`src/exec_ops_pkg.sv`:
```
package exec_ops_pkg;

	// instruction word fields
	localparam int OPC_HI_POS  = 12;
	localparam int OPC_HI_W    = 4;
	localparam int OPC_SUB_POS = 8;
	localparam int OPC_SUB_W   = 4;
	localparam int BIT_SEL_POS = 8;
	localparam int BIT_SEL_W   = 3;
	localparam int DEST_POS    = 8;
	localparam int FADDR_W     = 8;

	// opcode nibbles
	localparam logic [3:0] OPC_ADDC_HI   = 4'h1;
	localparam logic [3:0] OPC_ADDC_SUB  = 4'h0;
	localparam logic [3:0] OPC_ANDLIT_HI = 4'hb;
	localparam logic [3:0] OPC_ANDLIT_SB = 4'h5;
	localparam logic [3:0] OPC_ANDF_HI   = 4'h0;
	localparam logic [3:0] OPC_ANDF_SUB  = 4'ha;
	localparam logic [3:0] OPC_BITOP_HI  = 4'h8;
	localparam logic [3:0] OPC_BTEST_HI  = 4'h9;

	// reset values
	localparam logic [7:0] ACC_RESET   = 8'h00;
	localparam logic       FLAG_RESET  = 1'b0;
	localparam logic [1:0] PHASE_RESET = 2'h0;

	typedef enum logic [1:0] {
		PH_DECODE,
		PH_READ,
		PH_EXEC,
		PH_WRITE
	} phase_e;

	typedef enum logic [2:0] {
		OP_NONE,
		OP_ADDC,
		OP_ANDLIT,
		OP_ANDF,
		OP_BCLR,
		OP_BSET,
		OP_BTEST
	} op_e;

endpackage

```
`src/byte_and_bit_execute_ops.sv`:
```
// Overview of operation
// - add accumulator, carry and file register
// - add with carry updates four flags
// - destination bit picks accumulator or file
// - and literal into accumulator, zero only
// - and accumulator with file, zero only
// - clear selected file bit, flags kept
// - set selected file bit, flags kept
// - test bit, skip next when zero
// - skipped instruction becomes a no-operation
// - file address 0..255, bit 0..7
module byte_and_bit_execute_ops
	import exec_ops_pkg::*;
(
	input  wire logic        clk,
	input  wire logic        srst,
	input  wire logic [15:0] instr_word,
	output logic             instr_take,
	output logic [1:0]       phase,
	output logic [7:0]       file_addr,
	output logic             file_rd,
	input  wire logic [7:0]  file_rdata,
	output logic             file_wr,
	output logic [7:0]       file_wdata,
	output logic [7:0]       working_accumulator,
	output logic             carry_flag,
	output logic             nibble_carry_flag,
	output logic             signed_overflow_flag,
	output logic             zero_flag,
	output logic             skip_active,
	output logic             unknown_op
);

	phase_e     ph;
	phase_e     next_ph;
	op_e        op;
	op_e        next_op;
	logic [7:0] faddr;
	logic [7:0] next_faddr;
	logic [7:0] lit;
	logic [7:0] next_lit;
	logic [2:0] bsel;
	logic [2:0] next_bsel;
	logic       dest_file;
	logic       next_dest_file;
	logic       squash;
	logic       next_squash;
	logic       skip_req;
	logic       next_skip_req;
	logic       bad_op;
	logic       next_bad_op;
	logic [7:0] operand;
	logic [7:0] next_operand;
	logic [7:0] result;
	logic [7:0] next_result;
	logic [7:0] acc;
	logic [7:0] next_acc;
	logic       cf;
	logic       next_cf;
	logic       dcf;
	logic       next_dcf;
	logic       ovf;
	logic       next_ovf;
	logic       zf;
	logic       next_zf;
	logic       wr_pulse;
	logic       next_wr_pulse;
	logic [8:0] sum;
	logic [4:0] low_sum;

	// one-hot mask of the selected bit, shared by clear, set and test
	function automatic logic [7:0] bit_mask(input logic [2:0] b);
		bit_mask = 8'h01 << b;
	endfunction

	// opcode decode from the two upper nibbles
	function automatic op_e decode_op(input logic [15:0] w);
		logic [3:0] hi;
		logic [3:0] sub;
		hi  = w[OPC_HI_POS +: OPC_HI_W];
		sub = w[OPC_SUB_POS +: OPC_SUB_W];
		decode_op = OP_NONE;
		if (hi == OPC_ADDC_HI && sub[3:1] == OPC_ADDC_SUB[3:1])
			decode_op = OP_ADDC;
		else if (hi == OPC_ANDLIT_HI && sub == OPC_ANDLIT_SB)
			decode_op = OP_ANDLIT;
		else if (hi == OPC_ANDF_HI && sub[3:1] == OPC_ANDF_SUB[3:1])
			decode_op = OP_ANDF;
		else if (hi == OPC_BITOP_HI)
			decode_op = sub[3] ? OP_BCLR : OP_BSET;
		else if (hi == OPC_BTEST_HI && sub[3])
			decode_op = OP_BTEST;
	endfunction

	// adder kept outside the process so the carry chain is visible
	// accumulator, operand, carry summed
	assign sum     = {1'b0, acc} + {1'b0, operand} + {8'h00, cf};
	assign low_sum = {1'b0, acc[3:0]} + {1'b0, operand[3:0]} + {4'h0, cf};

	// phase sequencer; one instruction cycle is four clocks
	// decode, read, execute, write
	always_comb begin
		case (ph)
			PH_DECODE: next_ph = PH_READ;
			PH_READ:   next_ph = PH_EXEC;
			PH_EXEC:   next_ph = PH_WRITE;
			PH_WRITE:  next_ph = PH_DECODE;
			default:   next_ph = PH_DECODE;
		endcase
	end

	// phase register
	always_ff @(posedge clk) begin
		if (srst) begin
			ph <= PH_DECODE;
		end else begin
			ph <= next_ph;
		end
	end

	// instruction capture; fields load only at the end of decode
	always_comb begin
		next_op        = op;
		next_faddr     = faddr;
		next_lit       = lit;
		next_bsel      = bsel;
		next_dest_file = dest_file;
		next_bad_op    = bad_op;
		if (ph == PH_DECODE) begin
			if (squash) begin
				next_op     = OP_NONE;
				next_bad_op = 1'b0;
			end else begin
				next_op     = decode_op(instr_word);
				next_bad_op = (decode_op(instr_word) == OP_NONE);
			end
			next_faddr     = instr_word[FADDR_W-1:0];
			next_lit       = instr_word[FADDR_W-1:0];
			next_bsel      = instr_word[BIT_SEL_POS +: BIT_SEL_W];
			next_dest_file = instr_word[DEST_POS];
		end
	end

	// captured fields; address stays put until the next take
	always_ff @(posedge clk) begin
		if (srst) begin
			op        <= OP_NONE;
			faddr     <= 8'h00;
			lit       <= 8'h00;
			bsel      <= 3'h0;
			dest_file <= 1'b0;
			bad_op    <= 1'b0;
		end else begin
			op        <= next_op;
			faddr     <= next_faddr;
			lit       <= next_lit;
			bsel      <= next_bsel;
			dest_file <= next_dest_file;
			bad_op    <= next_bad_op;
		end
	end

	// skip bookkeeping; the squash flag is raised at the end of the test's
	// write phase so it covers every phase of the discarded slot
	always_comb begin
		next_skip_req = skip_req;
		next_squash   = squash;
		case (ph)
			PH_EXEC: begin
				next_skip_req = (op == OP_BTEST) && ((operand & bit_mask(bsel)) == 8'h00);
			end
			PH_WRITE: begin
				next_squash   = skip_req;
				next_skip_req = 1'b0;
			end
			default: next_skip_req = skip_req;
		endcase
	end

	// skip registers
	always_ff @(posedge clk) begin
		if (srst) begin
			squash   <= 1'b0;
			skip_req <= 1'b0;
		end else begin
			squash   <= next_squash;
			skip_req <= next_skip_req;
		end
	end

	// operand fetch and result; the literal bypasses the file bus
	always_comb begin
		next_operand = operand;
		next_result  = result;
		case (ph)
			PH_READ: next_operand = (op == OP_ANDLIT) ? lit : file_rdata;
			PH_EXEC: begin
				case (op)
					OP_ADDC:            next_result = sum[7:0];
					OP_ANDLIT, OP_ANDF: next_result = acc & operand;
					OP_BCLR:            next_result = operand & ~bit_mask(bsel);
					OP_BSET:            next_result = operand | bit_mask(bsel);
					OP_BTEST:           next_result = operand;
					default:            next_result = result;
				endcase
			end
			default: next_result = result;
		endcase
	end

	// operand and result registers
	always_ff @(posedge clk) begin
		if (srst) begin
			operand <= 8'h00;
			result  <= 8'h00;
		end else begin
			operand <= next_operand;
			result  <= next_result;
		end
	end

	// flags move at the end of execute, the accumulator at the end of write
	always_comb begin
		next_acc = acc;
		next_cf  = cf;
		next_dcf = dcf;
		next_ovf = ovf;
		next_zf  = zf;
		if (ph == PH_EXEC) begin
			case (op)
				OP_ADDC: begin
					next_cf  = sum[8];
					next_dcf = low_sum[4];
					next_ovf = (acc[7] == operand[7]) && (sum[7] != acc[7]);
					next_zf  = (sum[7:0] == 8'h00);
				end
				OP_ANDLIT, OP_ANDF: next_zf = ((acc & operand) == 8'h00);
				default:            next_zf = zf;
			endcase
		end else if (ph == PH_WRITE) begin
			if ((op == OP_ANDLIT) || (((op == OP_ADDC) || (op == OP_ANDF)) && !dest_file))
				next_acc = result;
		end
	end

	// accumulator and status registers
	always_ff @(posedge clk) begin
		if (srst) begin
			acc <= ACC_RESET;
			cf  <= FLAG_RESET;
			dcf <= FLAG_RESET;
			ovf <= FLAG_RESET;
			zf  <= FLAG_RESET;
		end else begin
			acc <= next_acc;
			cf  <= next_cf;
			dcf <= next_dcf;
			ovf <= next_ovf;
			zf  <= next_zf;
		end
	end

	always_comb begin
		next_wr_pulse = 1'b0;
		if (ph == PH_WRITE) begin
			case (op)
				OP_ADDC, OP_ANDF: next_wr_pulse = dest_file;
				OP_BCLR, OP_BSET: next_wr_pulse = 1'b1;
				default:          next_wr_pulse = 1'b0;
			endcase
		end
	end

	// strobe is registered so it lines up with the registered result
	always_ff @(posedge clk) begin
		if (srst) begin
			wr_pulse <= 1'b0;
		end else begin
			wr_pulse <= next_wr_pulse;
		end
	end

	// outputs; the read strobe is combinational so data returns within read phase
	assign instr_take           = (ph == PH_DECODE);
	assign phase                = ph;
	assign file_addr            = faddr;
	assign file_rd              = (ph == PH_READ) && (op != OP_NONE) && (op != OP_ANDLIT);
	assign file_wr              = wr_pulse;
	assign file_wdata           = result;
	assign working_accumulator  = acc;
	assign carry_flag           = cf;
	assign nibble_carry_flag    = dcf;
	assign signed_overflow_flag = ovf;
	assign zero_flag            = zf;
	assign skip_active          = squash;
	assign unknown_op           = bad_op;

endmodule

```
`config.mk`:
```
export PLATFORM = sky130hd
export DESIGN_NAME = byte_and_bit_execute_ops
export DESIGN_NICKNAME = d
export VERILOG_FILES = /design/src/exec_ops_pkg.sv /design/src/byte_and_bit_execute_ops.sv
export SDC_FILE = /design/constraint.sdc
export NUM_CORES = 1
export LEC_CHECK = 0
export ABC_AREA = 0
export BUFFER_PORTS_ARGS = -buffer_cell sky130_fd_sc_hd__buf_2
export CORE_MARGIN = 1.5
export CORE_UTILIZATION = 30
export CTS_CLUSTER_SIZE = 12
export DETAILED_ROUTE_END_ITERATION = 8
export HOLD_SLACK_MARGIN = 0.1
export SKIP_LAST_GASP = 1
export SYNTH_ARGS = -nofsm -noshare
export SYNTH_HDL_FRONTEND = slang
export SYNTH_SLANG_ARGS = --single-unit
export TNS_END_PERCENT = 100
```
`constraint.sdc`:
```
create_clock -name clk -period 2.8 [get_ports clk]
set_clock_uncertainty 0.1 [all_clocks]
set_input_delay 0.84 -clock clk [delete_from_list [all_inputs] [get_ports clk]]
set_output_delay 0.84 -clock clk [all_outputs]
set_load 0.05 [all_outputs]
```
---- Yosys cells after proc, flatten, opt, wreduce, memory -nomap -nowiden ----
Index checks and enable logic that the tools add are counted.
word-level totals
  register bits after elaboration ......... 49
  input port bits ......................... 26
  output and inout port bits .............. 35
operators by class
  add/sub/neg operators ................... 4
  equal/unequal tests ..................... 18
  shifts and indexed selects .............. 1
  mux-type cells .......................... 16
  bitwise gates (word level) .............. 7
  reduce and logical (&&, ||, !) cells .... 31
operators by type and width
  cell                   count
  $pmux W8 S5            1
  $and A8 B8 Y8          3
  $logic_not A8 Y1       3
  $mux W3                8
  $eq A3 B3 Y1 const B   4
  $eq A4 B4 Y1 const B   3
  $add A8 B8 Y9          1
  $add A9 B1 Y9          1
  $logic_and A1 B1 Y1    9
  $mux W8                1
  $not A8 Y8             1
  $or A8 B8 Y8           1
  $pmux W2 S4            1
  $reduce_or A2 Y1       4
  $shl A1 B3 Y8 const A  1
  $eq A3 B2 Y1 const B   2
  $logic_not A3 Y1       2
  $pmux W1 S2            3
  $reduce_and A2 Y1      3
  $add A4 B4 Y5          1
  $add A5 B1 Y5          1
  $reduce_bool A5 Y1     1
  $eq A2 B2 Y1 const B   2
  $eq A4 B1 Y1 const B   1
  other kinds (15)       19

---- Longest topological paths before layout ----
  depth in word-level cells ............... 11
  mapped depth ............................ 9
  depth with buffers taken out ............ 9

---- Worst setup path before layout ----
No wires, ideal clock.
  path kind ............................... register to output
  start point ............................. register ph[0] (netlist: phase[0])
  end point ............................... output file_rd
  arrival time ............................ 1854 ps
  data required time ...................... 1860 ps
  path slack .............................. 6 ps
  stages on the path, launching flop included .. 5
  cells stage by stage .................... dfxtp_1 -> ha_1 -> buf_1 -> clkbuf_1 -> o21a_1
between the ends
  cells in the longest elaborated chain, start to end .. 3
RTL lines
  item                               RTL line                         text
  start, declared                    byte_and_bit_execute_ops.sv:34   phase_e ph;
  start signal, assigned             byte_and_bit_execute_ops.sv:117  ph <= next_ph;
  $eq A2 B1 Y1                       byte_and_bit_execute_ops.sv:287  assign file_rd = (ph == PH_READ) && (op != OP_NONE) && (op != OP_ANDLIT);
  $logic_and A1 B1 Y1 (2 in series)  byte_and_bit_execute_ops.sv:287
  end, declared                      byte_and_bit_execute_ops.sv:21   output logic file_rd,
No other way between the ends.

---- Worst setup path in the final report ----
  start point ............................. register operand[0]
  end point ............................... register result[6] (netlist: file_wdata[6])
between the ends
  cells in the longest elaborated chain, start to end .. 3
RTL lines
  item                    RTL line                         text
  start, declared         byte_and_bit_execute_ops.sv:52   logic [7:0] operand;
  start signal, assigned  byte_and_bit_execute_ops.sv:217  operand <= next_operand;
  $add A8 B8 Y9           byte_and_bit_execute_ops.sv:97   assign sum = {1'b0, acc} + {1'b0, operand} + {8'h00, cf};
  $add A9 B1 Y9           byte_and_bit_execute_ops.sv:97
  $pmux W8 S5             byte_and_bit_execute_ops.sv:198  case (op)
  end signal, assigned    byte_and_bit_execute_ops.sv:218  result <= next_result;
  end, declared           byte_and_bit_execute_ops.sv:54   logic [7:0] result;
No other way between the ends.
A chain may end at the register's enable or synchronous reset.

==> key figures <==
STA
  • Fmax: 408.5 MHz
  • Slew HR: between 50% and 60%
  • Fin crit share: 87.42%
  • Setup TNS Final: 0 ns
  • Hold_ws: 0.3957 ns
  • Least-Margin Pin Slew: approximately 0.64 ns
  • Setup repair after global routing missed its margin: no
  • Final min period: around 2.4 ns
  • Worst setup margin: 0.3523 ns
  • Endpoints failing setup: 0
  • Max Transition Viols Final: 0
  • Hold Vio Cnt, Final: 0

Global route
  • Initial antenna violation count: 0
  • Vias in the first global route: approximately 2.7k
  • GR Overflow Total: 0
  • Pin count of the biggest net entering global routing: 34
  • GRT Util Overall: 16.90%
  • First-pass GRT wire length: 13830 um

Route
  • Residual DRC: 0
  • Post-route ant nets: 0
  • Vias: 2886
  • Final wirelength: about 8500 um
  • Mean number of vias per cell: 5.247
  • Drt wl/cell: 15.37 um
  • Starting DRC count in detailed routing: 171
  • First-pass DRT Iterations: 4

Finish
  • Finished Layout Cells: 550
  • Layout cells sized above 1: 20.38%
  • Multi-input gate area: 1833 um^2
  • Nets: 456
  • Inserted Diodes: 0
  • Area added between synthesis and finish: 19.32%
  • Fill cells: ~1k
  • Seq. cell area: 960.9 um^2

Clock network
  • Post-cts resize count: 0
  • Setup bufs post-CTS: 0
  • Num CTS Buffers: 5
  • Clock slew at reported path FFs: 0.09 ns
  • TritonCTS clock tree: yes
  • CTS max path bufs: 2
  • Clock root buffer: clkbuf_8
  • CTS Hold Bufs: 0
  • H-tree depth: 2
  • Total clock sinks: 48
  • Worst skew pair latency: 0.30 ns

Synthesis
  • Yosys cell types: 56
  • EDFF count, synth: 0
  • Post-synth ARST share: 0%
  • Post-synth top cells: nor2_1, dfxtp_1, nand2_1
  • Cells after Synth: 365
  • Synth area leader: dfxtp_1
  • Synth Cell Area: 2973 um^2
  • Syn_nets: between 400 and 500
  • Most instantiated library cell after synthesis: nor2_1
  • Post-synth top flop: dfxtp_1
  • Yosys reg bits: 48
  • Synth warn: 0
  • Yosys top cell area share: between 30% and 40%
  • Post-synthesis sequential area ratio: 32.32%
  • Synth top area cells: dfxtp_1, mux2i_1, nor2_1
  • Synth Area per Inst: 8.145 um^2

Worst setup path
  • Critical path endpoint category: register
  • CP max FO: 5
  • Critical path data required time: 2.92 ns
  • Setup crit start kind: register
  • Crit path arrival time: 2.57 ns
  • Worst reg2reg setup slack: roughly 0.35 ns
  • Crit Path Class: register to register

Placed design
  • I/O Buffers: 60
  • Setup WS pre-CTS: 0.3654 ns
  • Gpl congestion: 0.9503
  • Post-DP HPWL: 6327 um
  • Dpl cells: 542

Pwr
  • Pleak: between 1 and 1.5 nW
  • Power per Cell Area: approximately 670 nW/um^2
  • Worst vdd ir: approximately 0.00043 V

Floorplanning
  • Die ar.: 10520 um^2
  • Die Ht: 102.5 um
  • Initial Utilization: between 30% and 40%
  • Die width: 102.5 um
  • Ports: 61
  • Core box area: 9684 um^2
  • Cell Rows: 36

Worst hold path
  • Hold Crit Class: register to register

Run status
  • Outcome: finished, final reports clean

Run
  • Max-cap violation count: 0
[sequential cells by signal, summed over array words and instances (netlist names)]
register	flops
bsel	3
carry_flag	1
file_wdata	8
file_wr	1
lit	8
nibble_carry_flag	1
op	3
operand	8
phase	2
signed_overflow_flag	1
skip_active	1
skip_req	1
unknown_op	1
working_accumulator	8
zero_flag	1
[final cells by class]
type | count | area share [%]
clock buffer | 5 | 1.940
tap | 133 | 4.691
multi-input combinational | 276 | 51.68
sequential | 48 | 27.09
inverter | 16 | 1.693
timing repair buffer | 69 | 10.37
clock inverter | 3 | 2.540
[stage by stage]
| step | cell area, um^2 | utilization [%] | total power (W) |
|---|---|---|---|
| detailed placement | 3388 | 34.99 | 0.001701 |
| CTS | 3547 | 36.63 | 0.002396 |
| finish | 3547 | 36.63 | 0.002377 |
| global route | 3547 | 36.63 | 0.002527 |
| floorplan | 2973 | - | 0.001507 |
| global placement | 3388 | 34.99 | 0.001691 |
[final timing paths]
check | startpoint | endpoint | depth (start not counted)
setup / recovery | operand[0]$_SDFFE_PP0N_ | file_wdata[6]$_SDFFE_PP0P_ | 9
hold / removal | file_wdata[4]$_SDFFE_PP0P_ | file_wdata[4]$_SDFFE_PP0P_ | 2
setup reg to reg | operand[0]$_SDFFE_PP0N_ | file_wdata[6]$_SDFFE_PP0P_ | 9
hold reg to reg | file_wdata[4]$_SDFFE_PP0P_ | file_wdata[4]$_SDFFE_PP0P_ | 2
[metal layers]
layer	global-route usage (%)	share of wire [%]	wire, um	up-vias
met5	0	0	0	-
met4	6.112	2.6	222	0
met3	3.322	7.2	612	19
met2	28.22	46	3904	103
met1	21.71	44	3713	1335
li1	-	-	-	1429
[critical path, cell delays in order, from the launching register on]
cell       delay, ns
dfxtp_1         0.36
inv_1           0.08
fa_1            0.20
inv_1           0.06
fa_1            0.44
a211o_1         0.37
a2111oi_2       0.30
nor3b_1         0.10
nand2b_1        0.15
a211oi_1        0.21
[layout by cell type, fill, tap and decap left out, types with 3 or more instances in the layout]
| cell type | synthesis | layout |
|---|---|---|
| buf_4 | 0 | 9 |
| or3_1 | 3 | 3 |
| o21ai_0 | 19 | 19 |
| buf_2 | 4 | 60 |
| nor3_1 | 8 | 8 |
| and3b_1 | 4 | 4 |
| nand2b_1 | 9 | 9 |
| inv_1 | 16 | 16 |
| nor2_1 | 51 | 51 |
| a21oi_1 | 18 | 18 |
| nor2b_1 | 7 | 7 |
| nor3b_1 | 9 | 9 |
| o211ai_1 | 3 | 3 |
| dfxtp_1 | 48 | 48 |
| mux2i_1 | 22 | 22 |
| nand4_1 | 3 | 3 |
| a311oi_1 | 12 | 12 |
| a31oi_1 | 4 | 4 |
| a32o_1 | 4 | 4 |
| ha_1 | 12 | 12 |
| bufinv_16 | 0 | 3 |
| a211o_1 | 3 | 3 |
| clkbuf_8 | 2 | 5 |
| a211oi_1 | 5 | 5 |
| nand2_1 | 28 | 28 |
| o21a_1 | 3 | 3 |
| nand3_1 | 11 | 11 |
[power by group]
group | switching, W | total (W) | internal, W
sequential | 0.000119 | 0.000881 | 0.000761
combinational | 0.000492 | 0.000806 | 0.000314
clock | 0.000244 | 0.000691 | 0.000447
total | 0.000856 | 0.00238 | 0.00152
[cell families (layout without fill, tap and decap cells)]
logic type | after synthesis | count (layout) | share of synthesized area (%)
simple gates | 143 | 143 | 23.78
xor+xnor | 1 | 1 | 0.2947
buf+inv | 41 | 93 | 6.019
fa+ha+maj | 14 | 14 | 6.397
compound gates | 94 | 94 | 22.26
mux | 24 | 24 | 8.922
flops | 48 | 48 | 32.32
Power figures use the tool's default switching activity.
